===== src/hdl/usb_host_pkg.sv =====
// shared constants and types of the usb host pipe controller
package usb_host_pkg;
   // cycle counts derive from the reference clock rate
   localparam int CLK_HZ = 40_000_000;
   localparam int FRAME_US = 1000;
   localparam int RESET_US = 10000;
   localparam int RESUME_US = 20000;
   localparam int FRAME_CYC = CLK_HZ / 1_000_000 * FRAME_US;
   localparam int RESET_CYC = CLK_HZ / 1_000_000 * RESET_US;
   localparam int RESUME_CYC = CLK_HZ / 1_000_000 * RESUME_US;
   localparam int CNT_W = 20;
   localparam int NPIPE = 4;
   localparam int DATA_W = 8;
   localparam int FIFO_DEPTH = 4;
   localparam int NFLAG = 7;
   // host flag positions
   localparam int F_CONN = 0;
   localparam int F_DISC = 1;
   localparam int F_RST = 2;
   localparam int F_RSMED = 3;
   localparam int F_URSM = 4;
   localparam int F_SOF = 5;
   localparam int F_WAKE = 6;
   localparam logic [1:0] TYPE_CTRL = 2'h0;
   localparam logic [1:0] TOK_SETUP = 2'h0;
   localparam logic [1:0] TOK_IN = 2'h1;
   localparam logic [1:0] TOK_OUT = 2'h2;
   localparam logic [1:0] ONE_BANK = 2'h1;
   localparam logic [6:0] ADDR_DEFAULT = 7'h00;

   typedef enum logic [5:0] {
      ST_RESET = 6'h01,
      ST_IDLE = 6'h02,
      ST_READY = 6'h04,
      ST_SUSP = 6'h08,
      ST_BRST = 6'h10,
      ST_RSM = 6'h20
   } host_state_e;

   typedef struct packed {
      logic pipe_enable_bit;
      logic autoswitch;
      logic in_request_mode;
      logic [1:0] pipe_type;
      logic [1:0] pipe_token_field;
      logic [1:0] banks;
      logic [6:0] size;
      logic [7:0] interval;
      logic [7:0] in_request_count;
   } pipe_cfg_s;

   typedef struct packed {
      logic config_valid_flag;
      logic bank_owned_flag;
      logic tx_bank_free_flag;
      logic rx_bank_full_flag;
      logic pipe_freeze_bit;
      logic toggle;
      logic [1:0] pend;
      logic [7:0] in_done;
      logic [6:0] fill;
   } pipe_st_s;

   localparam pipe_cfg_s CFG_RST = '0;
   localparam pipe_st_s ST_RST = '{pipe_freeze_bit: 1'b1, default: '0};
endpackage


===== src/hdl/pipe_fifo.sv =====
// small synchronous fifo with valid/ready on both sides
`timescale 1ns/1ps
`default_nettype none
module pipe_fifo #(
   parameter int W = 8,
   parameter int DEPTH = 4
) (
   // clock and reset
   input wire logic ref_clk_i,
   input wire logic resetn_i,
   // fill side
   input wire logic in_valid_i,
   output logic in_ready_o,
   input wire logic [W-1:0] in_data_i,
   // drain side
   output logic out_valid_o,
   input wire logic out_ready_i,
   output logic [W-1:0] out_data_o
);
   localparam int AW = $clog2(DEPTH);
   logic [W-1:0] mem [DEPTH];
   logic [AW-1:0] wr, rd, next_wr, next_rd;
   logic [AW:0] cnt, next_cnt;
   logic push, pop;

   assign in_ready_o = (cnt != (AW+1)'(DEPTH));
   assign out_valid_o = (cnt != '0);
   assign out_data_o = mem[rd];
   assign push = in_valid_i && in_ready_o;
   assign pop = out_valid_o && out_ready_i;

   always_comb begin
      next_wr = push ? AW'((wr + 1'b1) % DEPTH) : wr;
      next_rd = pop ? AW'((rd + 1'b1) % DEPTH) : rd;
      next_cnt = cnt + (AW+1)'(push) - (AW+1)'(pop);
   end

   always_ff @(posedge ref_clk_i or negedge resetn_i) begin
      if (!resetn_i) begin
         wr <= '0;
         rd <= '0;
         cnt <= '0;
      end else begin
         wr <= next_wr;
         rd <= next_rd;
         cnt <= next_cnt;
      end
   end

   always_ff @(posedge ref_clk_i) begin
      if (push) begin
         mem[wr] <= in_data_i;
      end
   end
endmodule
`default_nettype wire


===== src/hdl/usb_host_pipe_controller.sv =====
// usb host controller core: host states, frames, four pipes
// Functional notes
// after reset sit in reset state; enabled, go idle awaiting connection
// flag connection when bus leaves se0; flag disconnection on se0 idle
// firmware resets the host module after a disconnection
// firmware clears autoselect and writes pipe index before pipe access
// a configured pipe accepts only token and polling interval changes
// control pipe needs exactly one bank, else configuration stays invalid
// firmware keeps pipe sizes at 32, 64, 64 and 8 bytes max
// disabling a pipe returns all its state to reset values
// firmware starts enumeration on a 64 byte setup control pipe
// bus reset request drives reset, sets sent flag, clears pipe config
// bus reset with frames off sets wake flag and frame enable
// bus reset returns the device address to zero
// frame enable clear suspends the host, setting it resumes
// in suspend non-idle sets wake flag, k state also resume flag
// firmware resumes within 1 ms for at least 20 ms
// after downstream resume hardware sets frame enable
// pipe reset clears bank state only, keeps config and toggle
// control pipe toggle: data0 for setup, data1 for out and in
// a ready out bank in suspend pulls the host out to send it
// manual out: bank free sets free and owned flags
// autoswitch out: full bank clears owned flag by hardware
// in mode 0 issues count+1 requests then freezes; mode 1 runs on
// filled in bank sets full and owned flags; firmware frees it
// host runs from the single reference clock
// with frames on, one sof per 1 ms and an 11 bit frame number
`timescale 1ns/1ps
`default_nettype none
module usb_host_pipe_controller #(
   parameter int FRAME_CYC = usb_host_pkg::FRAME_CYC,
   parameter int RESET_CYC = usb_host_pkg::RESET_CYC,
   parameter int RESUME_CYC = usb_host_pkg::RESUME_CYC
) (
   // clock and reset
   input wire logic ref_clk_i,
   input wire logic resetn_i,
   // host control
   input wire logic host_enable_i,
   input wire logic frame_gen_set_i,
   input wire logic frame_gen_clr_i,
   input wire logic bus_reset_req_i,
   input wire logic resume_req_i,
   input wire logic [6:0] flag_clr_i,
   input wire logic [6:0] flag_irq_en_i,
   input wire logic addr_we_i,
   input wire logic [6:0] addr_i,
   // pipe access
   input wire logic pipe_autoselect_flag_i,
   input wire logic [1:0] pipe_index_field_i,
   input wire logic cfg_we_i,
   input wire usb_host_pkg::pipe_cfg_s cfg_i,
   input wire logic pipe_reset_i,
   input wire logic freeze_set_i,
   input wire logic freeze_clr_i,
   input wire logic owned_clr_i,
   input wire logic txfree_clr_i,
   input wire logic rxfull_clr_i,
   input wire logic [3:0] tx_bank_free_irq_en_i,
   input wire logic [3:0] rx_bank_full_irq_en_i,
   // pipe fifo port
   input wire logic wr_valid_i,
   input wire logic [7:0] wr_data_i,
   output logic wr_ready_o,
   // link side
   input wire logic dp_i,
   input wire logic dm_i,
   output logic dp_o,
   output logic dm_o,
   output logic line_oe_o,
   output logic sof_o,
   output logic [10:0] frame_num_o,
   output logic [3:0] out_req_o,
   output logic [3:0] in_req_o,
   output logic [3:0] toggle_o,
   input wire logic [1:0] link_pipe_i,
   input wire logic out_sent_i,
   input wire logic in_filled_i,
   output logic tx_valid_o,
   output logic [7:0] tx_data_o,
   input wire logic tx_ready_i,
   // status
   output logic [5:0] state_o,
   output logic frame_gen_enable_o,
   output logic [6:0] flags_o,
   output logic irq_o,
   output logic [6:0] device_address_reg_o,
   output logic [3:0] config_valid_o,
   output logic [3:0] bank_owned_o,
   output logic [3:0] tx_bank_free_o,
   output logic [3:0] rx_bank_full_o,
   output logic [3:0] freeze_o
);
   import usb_host_pkg::*;
   localparam int FC = FRAME_CYC;

   host_state_e state, next_state;
   logic [CNT_W-1:0] cnt, next_cnt;
   logic sof_en, next_sof_en, sof_p, next_sof_p;
   logic [6:0] flags, next_flags, addr, next_addr;
   logic [10:0] frame, next_frame;
   logic clr_all, out_any;
   logic dp1, dp2, dm1, dm2, se0, kst, jst;
   logic [1:0] oe_hist;
   pipe_cfg_s cfg [NPIPE];
   pipe_cfg_s next_cfg [NPIPE];
   pipe_st_s st [NPIPE];
   pipe_st_s next_st [NPIPE];
   logic wr_push, release_b;

   // line inputs are asynchronous to the reference clock
   always_ff @(posedge ref_clk_i or negedge resetn_i) begin
      if (!resetn_i) begin
         {dp1, dp2, dm1, dm2, oe_hist} <= 6'h00;
      end else begin
         {dp1, dm1} <= {dp_i, dm_i};
         {dp2, dm2} <= {dp1, dm1};
         // our own se0 drains through the synchroniser for two cycles
         oe_hist <= {oe_hist[0], line_oe_o};
      end
   end
   assign se0 = !dp2 && !dm2;
   assign kst = !dp2 && dm2;
   assign jst = dp2 && !dm2;

   always_comb begin
      next_state = state;
      next_cnt = cnt;
      next_sof_en = sof_en;
      next_sof_p = 1'b0;
      next_frame = frame;
      next_addr = addr_we_i ? addr_i : addr;
      next_flags = flags & ~flag_clr_i;
      clr_all = 1'b0;
      if (frame_gen_set_i) next_sof_en = 1'b1;
      if (frame_gen_clr_i) next_sof_en = 1'b0;
      unique case (state)
         ST_RESET: begin
            if (host_enable_i) next_state = ST_IDLE;
         end
         ST_IDLE: begin
            if (!se0) begin
               next_flags[F_CONN] = 1'b1;
               next_state = ST_READY;
            end
         end
         ST_READY: begin
            if (se0 && oe_hist == 2'h0) begin
               next_flags[F_DISC] = 1'b1;
               next_state = ST_IDLE;
            end else if (bus_reset_req_i) begin
               next_cnt = '0;
               next_state = ST_BRST;
            end else if (!sof_en) begin
               next_state = ST_SUSP;
            end else if (cnt == CNT_W'(FC - 1)) begin
               next_cnt = '0;
               next_sof_p = 1'b1;
               next_frame = frame + 11'h001;
               next_flags[F_SOF] = 1'b1;
            end else begin
               next_cnt = cnt + 1'b1;
            end
         end
         ST_SUSP: begin
            next_cnt = '0;
            if (bus_reset_req_i) begin
               next_state = ST_BRST;
            end else if (sof_en) begin
               next_state = ST_READY;
            end else if (out_any) begin
               next_sof_en = 1'b1;
               next_state = ST_READY;
            end else if (resume_req_i) begin
               next_state = ST_RSM;
            end else if (!jst) begin
               next_flags[F_WAKE] = 1'b1;
               if (kst) next_flags[F_URSM] = 1'b1;
            end
         end
         ST_BRST: begin
            next_cnt = cnt + 1'b1;
            if (cnt == CNT_W'(RESET_CYC - 1)) begin
               next_cnt = '0;
               next_flags[F_RST] = 1'b1;
               next_addr = ADDR_DEFAULT;
               clr_all = 1'b1;
               if (!sof_en) begin
                  next_flags[F_WAKE] = 1'b1;
                  next_sof_en = 1'b1;
               end
               next_state = ST_READY;
            end
         end
         ST_RSM: begin
            next_cnt = cnt + 1'b1;
            if (cnt == CNT_W'(RESUME_CYC - 1)) begin
               next_cnt = '0;
               next_flags[F_RSMED] = 1'b1;
               next_sof_en = 1'b1;
               next_state = ST_READY;
            end
         end
         default: next_state = ST_RESET;
      endcase
      if (!host_enable_i) begin
         next_state = ST_RESET;
         next_cnt = '0;
         next_sof_en = 1'b0;
      end
   end

   always_ff @(posedge ref_clk_i or negedge resetn_i) begin
      if (!resetn_i) begin
         state <= ST_RESET;
         cnt <= '0;
         sof_en <= 1'b0;
         sof_p <= 1'b0;
         frame <= '0;
         addr <= ADDR_DEFAULT;
         flags <= '0;
      end else begin
         state <= next_state;
         cnt <= next_cnt;
         sof_en <= next_sof_en;
         sof_p <= next_sof_p;
         frame <= next_frame;
         addr <= next_addr;
         flags <= next_flags;
      end
   end

   // pipe state; hardware sets are applied after firmware clears
   assign wr_push = wr_valid_i && wr_ready_o;
   always_comb begin
      out_any = 1'b0;
      release_b = 1'b0;
      for (int i = 0; i < NPIPE; i++) begin
         next_cfg[i] = cfg[i];
         next_st[i] = st[i];
         if (!pipe_autoselect_flag_i && pipe_index_field_i == 2'(i)) begin
            if (cfg_we_i) begin
               if (!cfg_i.pipe_enable_bit) begin
                  next_cfg[i] = CFG_RST;
                  next_st[i] = ST_RST;
               end else if (st[i].config_valid_flag) begin
                  next_cfg[i].pipe_token_field = cfg_i.pipe_token_field;
                  next_cfg[i].interval = cfg_i.interval;
               end else begin
                  next_cfg[i] = cfg_i;
                  next_st[i].config_valid_flag = cfg_i.pipe_type != TYPE_CTRL
                     || cfg_i.banks == ONE_BANK;
                  next_st[i].bank_owned_flag = cfg_i.pipe_token_field == TOK_OUT;
                  next_st[i].tx_bank_free_flag = cfg_i.pipe_token_field == TOK_OUT;
               end
               if (cfg_i.pipe_enable_bit && next_cfg[i].pipe_type == TYPE_CTRL) begin
                  next_st[i].toggle = cfg_i.pipe_token_field != TOK_SETUP;
               end
            end
            if (pipe_reset_i) begin
               next_st[i].pend = '0;
               next_st[i].fill = '0;
               next_st[i].in_done = '0;
               next_st[i].rx_bank_full_flag = 1'b0;
               next_st[i].bank_owned_flag = cfg[i].pipe_token_field == TOK_OUT;
               next_st[i].tx_bank_free_flag = cfg[i].pipe_token_field == TOK_OUT;
            end
            if (freeze_set_i) next_st[i].pipe_freeze_bit = 1'b1;
            if (freeze_clr_i) begin
               next_st[i].pipe_freeze_bit = 1'b0;
               next_st[i].in_done = '0;
            end
            if (txfree_clr_i) next_st[i].tx_bank_free_flag = 1'b0;
            if (rxfull_clr_i) next_st[i].rx_bank_full_flag = 1'b0;
            release_b = owned_clr_i;
            if (wr_push && cfg[i].autoswitch) begin
               next_st[i].fill = st[i].fill + 7'h01;
               if (st[i].fill + 7'h01 >= cfg[i].size) begin
                  next_st[i].fill = '0;
                  release_b = 1'b1;
               end
            end
            if (release_b && st[i].bank_owned_flag) begin
               next_st[i].bank_owned_flag = 1'b0;
               if (cfg[i].pipe_token_field == TOK_OUT) begin
                  next_st[i].pend = st[i].pend + 2'h1;
                  if (st[i].pend + 2'h1 < cfg[i].banks) begin
                     next_st[i].bank_owned_flag = 1'b1;
                     next_st[i].tx_bank_free_flag = 1'b1;
                  end
               end else begin
                  next_st[i].pend = st[i].pend - 2'h1;
                  if (st[i].pend > 2'h1) begin
                     next_st[i].bank_owned_flag = 1'b1;
                     next_st[i].rx_bank_full_flag = 1'b1;
                  end
               end
            end
         end
         if (link_pipe_i == 2'(i) && out_sent_i && st[i].pend != 2'h0) begin
            next_st[i].pend = next_st[i].pend - 2'h1;
            next_st[i].bank_owned_flag = 1'b1;
            next_st[i].tx_bank_free_flag = 1'b1;
            next_st[i].toggle = !st[i].toggle;
         end
         if (link_pipe_i == 2'(i) && in_filled_i) begin
            next_st[i].pend = next_st[i].pend + 2'h1;
            next_st[i].bank_owned_flag = 1'b1;
            next_st[i].rx_bank_full_flag = 1'b1;
            next_st[i].toggle = !st[i].toggle;
            if (!cfg[i].in_request_mode) begin
               next_st[i].in_done = st[i].in_done + 8'h01;
               if (st[i].in_done == cfg[i].in_request_count) begin
                  next_st[i].pipe_freeze_bit = 1'b1;
               end
            end
         end
         if (clr_all || !host_enable_i) begin
            next_cfg[i] = CFG_RST;
            next_st[i] = ST_RST;
         end
         out_any = out_any || (st[i].pend != 2'h0
            && cfg[i].pipe_token_field == TOK_OUT);
      end
   end

   always_ff @(posedge ref_clk_i or negedge resetn_i) begin
      if (!resetn_i) begin
         for (int i = 0; i < NPIPE; i++) begin
            cfg[i] <= CFG_RST;
            st[i] <= ST_RST;
         end
      end else begin
         cfg <= next_cfg;
         st <= next_st;
      end
   end

   pipe_fifo #(.W(DATA_W), .DEPTH(FIFO_DEPTH)) u_fifo (
      .ref_clk_i(ref_clk_i),
      .resetn_i(resetn_i),
      .in_valid_i(wr_valid_i),
      .in_ready_o(wr_ready_o),
      .in_data_i(wr_data_i),
      .out_valid_o(tx_valid_o),
      .out_ready_i(tx_ready_i),
      .out_data_o(tx_data_o)
   );

   always_comb begin
      irq_o = |(flags & flag_irq_en_i);
      for (int i = 0; i < NPIPE; i++) begin
         config_valid_o[i] = st[i].config_valid_flag;
         bank_owned_o[i] = st[i].bank_owned_flag;
         tx_bank_free_o[i] = st[i].tx_bank_free_flag;
         rx_bank_full_o[i] = st[i].rx_bank_full_flag;
         freeze_o[i] = st[i].pipe_freeze_bit;
         toggle_o[i] = st[i].toggle;
         out_req_o[i] = st[i].config_valid_flag && !st[i].pipe_freeze_bit
            && cfg[i].pipe_token_field == TOK_OUT && st[i].pend != 2'h0
            && state == ST_READY;
         in_req_o[i] = st[i].config_valid_flag && !st[i].pipe_freeze_bit
            && cfg[i].pipe_token_field == TOK_IN && st[i].pend < cfg[i].banks
            && state == ST_READY && sof_en;
         irq_o = irq_o || (st[i].tx_bank_free_flag && tx_bank_free_irq_en_i[i])
            || (st[i].rx_bank_full_flag && rx_bank_full_irq_en_i[i]);
      end
   end

   // reset drives se0, resume drives k
   assign line_oe_o = state == ST_BRST || state == ST_RSM;
   assign dp_o = 1'b0;
   assign dm_o = state == ST_RSM;
   assign sof_o = sof_p;
   assign frame_num_o = frame;
   assign state_o = state;
   assign frame_gen_enable_o = sof_en;
   assign flags_o = flags;
   assign device_address_reg_o = addr;
endmodule
`default_nettype wire


===== config.mk =====
export PLATFORM = sky130hd
export DESIGN_NAME = usb_host_pipe_controller
export DESIGN_NICKNAME = d
export VERILOG_FILES = /design/src/hdl/usb_host_pkg.sv /design/src/hdl/pipe_fifo.sv /design/src/hdl/usb_host_pipe_controller.sv
export SDC_FILE = /design/constraint.sdc
export NUM_CORES = 1
export LEC_CHECK = 0
export BUFFER_PORTS_ARGS = -buffer_cell sky130_fd_sc_hd__buf_2
export CAP_MARGIN = 5
export CORE_MARGIN = 4
export CORE_UTILIZATION = 59
export CTS_CLUSTER_SIZE = 40
export DETAILED_ROUTE_END_ITERATION = 16
export PLACE_DENSITY = 0.88
export SLEW_MARGIN = 10
export SYNTH_ARGS = -nofsm -noshare
export SYNTH_HDL_FRONTEND = slang
export SYNTH_SLANG_ARGS = --single-unit

===== constraint.sdc =====
create_clock -name ref_clk_i -period 4.1 [get_ports ref_clk_i]
set_clock_uncertainty 0.05 [all_clocks]
set_input_delay 0.615 -clock ref_clk_i [delete_from_list [all_inputs] [get_ports ref_clk_i]]
set_output_delay 0.615 -clock ref_clk_i [all_outputs]
set_load 0.01 [all_outputs]

==> impl_metrics.ini <==
[detailed_routing]
wirelength_microns = 43100
dr.pass1.iters = 6
met2WireLength_microns = 20400
vias_per_cell = 6.34
wl_met3_microns = 4090
drt-initial-drc-count = 1417
final_antenna_net_count = 0
top_layer = met5
num_vias = 13583
post_drt_wl_per_cell_microns = 20.1
wl_met1_microns = 16700
drc = 0

[synth]
ys_types = 78
synth_xor_area_share_pct = 4.75
synth-simple-area-share_pct = 19.6
ys_async_sr_fraction_pct = 88.7
avgSynthCellArea_sq_um = 9.32
ys_seq_elements = 282
synth_top_family_by_area = simple AND/OR/NAND/NOR gates
synthAdderAreaFrac_pct = 4.98
mappedNetlistNets = 1816
synth_compound_area_share_pct = 16.3
yosysWarnings = 0
synth.area.mux_share_pct = 2.90
synth.yosys.seq_area_share_pct = 46.7
postSynthCellCount = 1660
synth_enable_flop_cells = 32
synth_ff_type = dfrtp_1
syn-cell-area_sq_um = 15500

[clock_tree]
clock_sinks = 282
clockBufferDepth = 3
numCtsBuffers = 30
htreeDepth = 1
root_buffer = clkbuf_16
cts_setup_buffers = 0
cts_tree = yes
clk_latency_ns = 0.56
clk_pin_slew_ns = 0.06

[pwr]
clock_power_share_pct = 40.1
combPwrFrac_pct = 14.4
p_seq_share_pct = 45.5
vdd_ir_drop_max_mv = 0.425
swShare_pct = 27.2
finalPower_mw = 6.96
p_int_mw = 5.06
switching_power_mw = 1.89
leakage_nw = 7.93
cellPowerDensity_nw_per_um2 = 398

[min_path]
min_path_type = in -> reg

[placed_design]
place_inst = 2083
place_congestion = 0.991
dp_hpwl_microns = 31100
io_buffers = 164

[timing]
fin_crit_sh_pct = 86.0
fmax_mhz = 284
finalSetupViolCount = 0
hold_viol_final = 0
whs_ns = 0.139
slew_violations = 0
rsz0062_at_grt = no
final.setup.tns_ns = 0
timing.slew.headroom_pct = 32.7
post-route-min-period_ns = 3.53
tightest_slew_ns = 1.00

[global_route]
grt_overflow = 0
grt_pass1_wl_microns = 68700
grt_pass1_vias = 13231
grt_max_degree = 89
grt_util_all_layers_pct = 29.3
antenna_found_initial = 5

[worst_setup_path]
crit_buf_inv = 0
cp.required_ns = 4.54
endpoint_kind = flip-flop
path_cells = ha_1 > and3_1 > nand3_1 > xnor2_1 > ha_1 > nand4_1 > o311ai_1 > o211a_1 > mux2i_1 > or4_1 > nand2_1
crit_type = reg -> reg
cpMaxStageDelayCell = o311ai_1
critical_path.most_common_cell = ha_1
max_stage_delay_ns = 0.80
cp-start-kind = flip-flop
cp_top_family = compound AO/OA/AOI/OAI gates
cp_max_fo = 6
critPathArrivalTime_ns = 3.96
ff2ff_setup_slack_ns = 0.57

[layout]
area_growth_pct = 13.0
instances_no_fill = 2141
n_fill_cell = 1901
fin_util_pct = 67.5
drive_gt1_share_pct = 15.3
nets = 1937

[job]
cap_violations = 0

[status]
outcome = finished, final reports clean

[die]
die_y_microns = 170
initial_utilization_pct = 59.7
die_x_microns = 170
io_pins = 174
row_count = 59
dieArea_sq_um = 28900
core_sq_um = 25900
-- cell type report --
cell class	count	area, sq um	share of cell area (%)
Multi-Input combinational cell	1217	7560	43.3
Antenna cell	1	2.50	0.0143
Sequential cell	282	7220	41.3
Inverter	67	251	1.44
Clock inverter	19	216	1.24
Tap cell	335	419	2.40
Clock buffer	37	808	4.62
Timing Repair Buffer	183	1000	5.72
-- metrics by stage --
step                      cell area, sq um  worst slack [ns]
after global routing                 17500             0.386
after CTS                            17500             0.634
after detailed placement             16400             0.644
final                                17500             0.573
after global placement               16400             0.761
after floorplan                      15500              1.00
-- flip-flops by register name, summed over array words and instances (netlist names) --
name                  flops
sof_o                     1
u_fifo.cnt                3
oe_hist                   2
cnt                      20
toggle_o                  4
frame_gen_enable_o        1
state_o                   6
u_fifo.wr                 2
dp2                       1
cfg                      92
u_fifo.rd                 2
device_address_reg_o      7
dp1                       1
frame_num_o              11
rx_bank_full_o            4
config_valid_o            4
dm1                       1
freeze_o                  4
bank_owned_o              4
u_fifo.mem               32
st                       68
tx_bank_free_o            4
dm2                       1
flags_o                   7
-- repair_timing --
action | CTS | global route
hold buffers | 1 | 0
endpoints found under the hold margin | 60 | 0
resized for setup | 0 | 0
-- power groups by stage --
stage	Sequential [mW]	Clock, mW	Combinational, mW
CTS	3.17	2.83	0.997
floorplan	3.14	0	0.666
global route	3.19	2.95	1.10
global placement	3.20	0	0.946
finish	3.17	2.79	1.00
detailed placement	3.22	0	0.987
-- worst reg2reg max path: cells and delay by family, from the launching register on --
| kind | cells | cell delay, ns |
|---|---|---|
| adders and majority gates | 2 | 0.59 |
| AOI/OAI and AO/OA | 2 | 1.13 |
| and+or+nand+nor | 5 | 1.01 |
| muxes | 1 | 0.11 |
| xor gates and xnor gates | 1 | 0.16 |
| DFF | 1 | 0.43 |
-- layer usage --
layer / vias to the layer above / global-route usage [%]
li1: 6175 / -
met1: 6510 / 38.7
met5: - / 0
met4: 8 / 11.1
met2: 733 / 48.6
met3: 157 / 5.46
-- synthesized netlist by cell type (29+ instances only) --
cell	n	area [sq um]
dfrtp_1	245	6130
nor2_1	178	668
nand2_1	168	631
o21ai_0	123	616
a21oi_1	97	485
nand3_1	90	450
inv_1	67	251
clkbuf_1	60	225
ha_1	60	751
xor2_1	56	490
nor3_1	34	170
edfxtp_1	32	961
a22oi_1	29	218
-- layout by cell type, fill, tap and decap left out, drive strengths merged, types with 28 or more instances in the layout --
cell type | synthesis | layout
nor2 | 178 | 178
inv | 67 | 67
edfxtp | 32 | 32
a21oi | 97 | 97
dfrtp | 245 | 245
ha | 60 | 60
nor3 | 34 | 34
o21ai | 129 | 129
xor2 | 56 | 56
nand2 | 168 | 168
buf | 34 | 182
xnor2 | 28 | 28
a22oi | 29 | 29
nand3 | 90 | 90
clkbuf | 60 | 37
-- cell families after synthesis --
kind of cell,count (synthesis)
AO/OA/AOI/OAI,403
AND/OR/NAND/NOR,634
other,1
adder cells (fa/ha/maj),61
buffers and inverters,161
multiplexers,34
flip-flops,282
XOR/XNOR,84
-- worst paths after layout --
path                       cells past startpoint  startpoint     end
setup / recovery                              11      st[69]  st[85]
hold / removal                                 1        dp_i     dp1
setup reg to reg                              11      st[69]  st[85]
hold reg to reg                                0         dm1     dm2
max in group asynchronous                      3    resetn_i  cnt[0]
min in group asynchronous                      2    resetn_i  st[15]
Power figures use the tool's default switching activity.
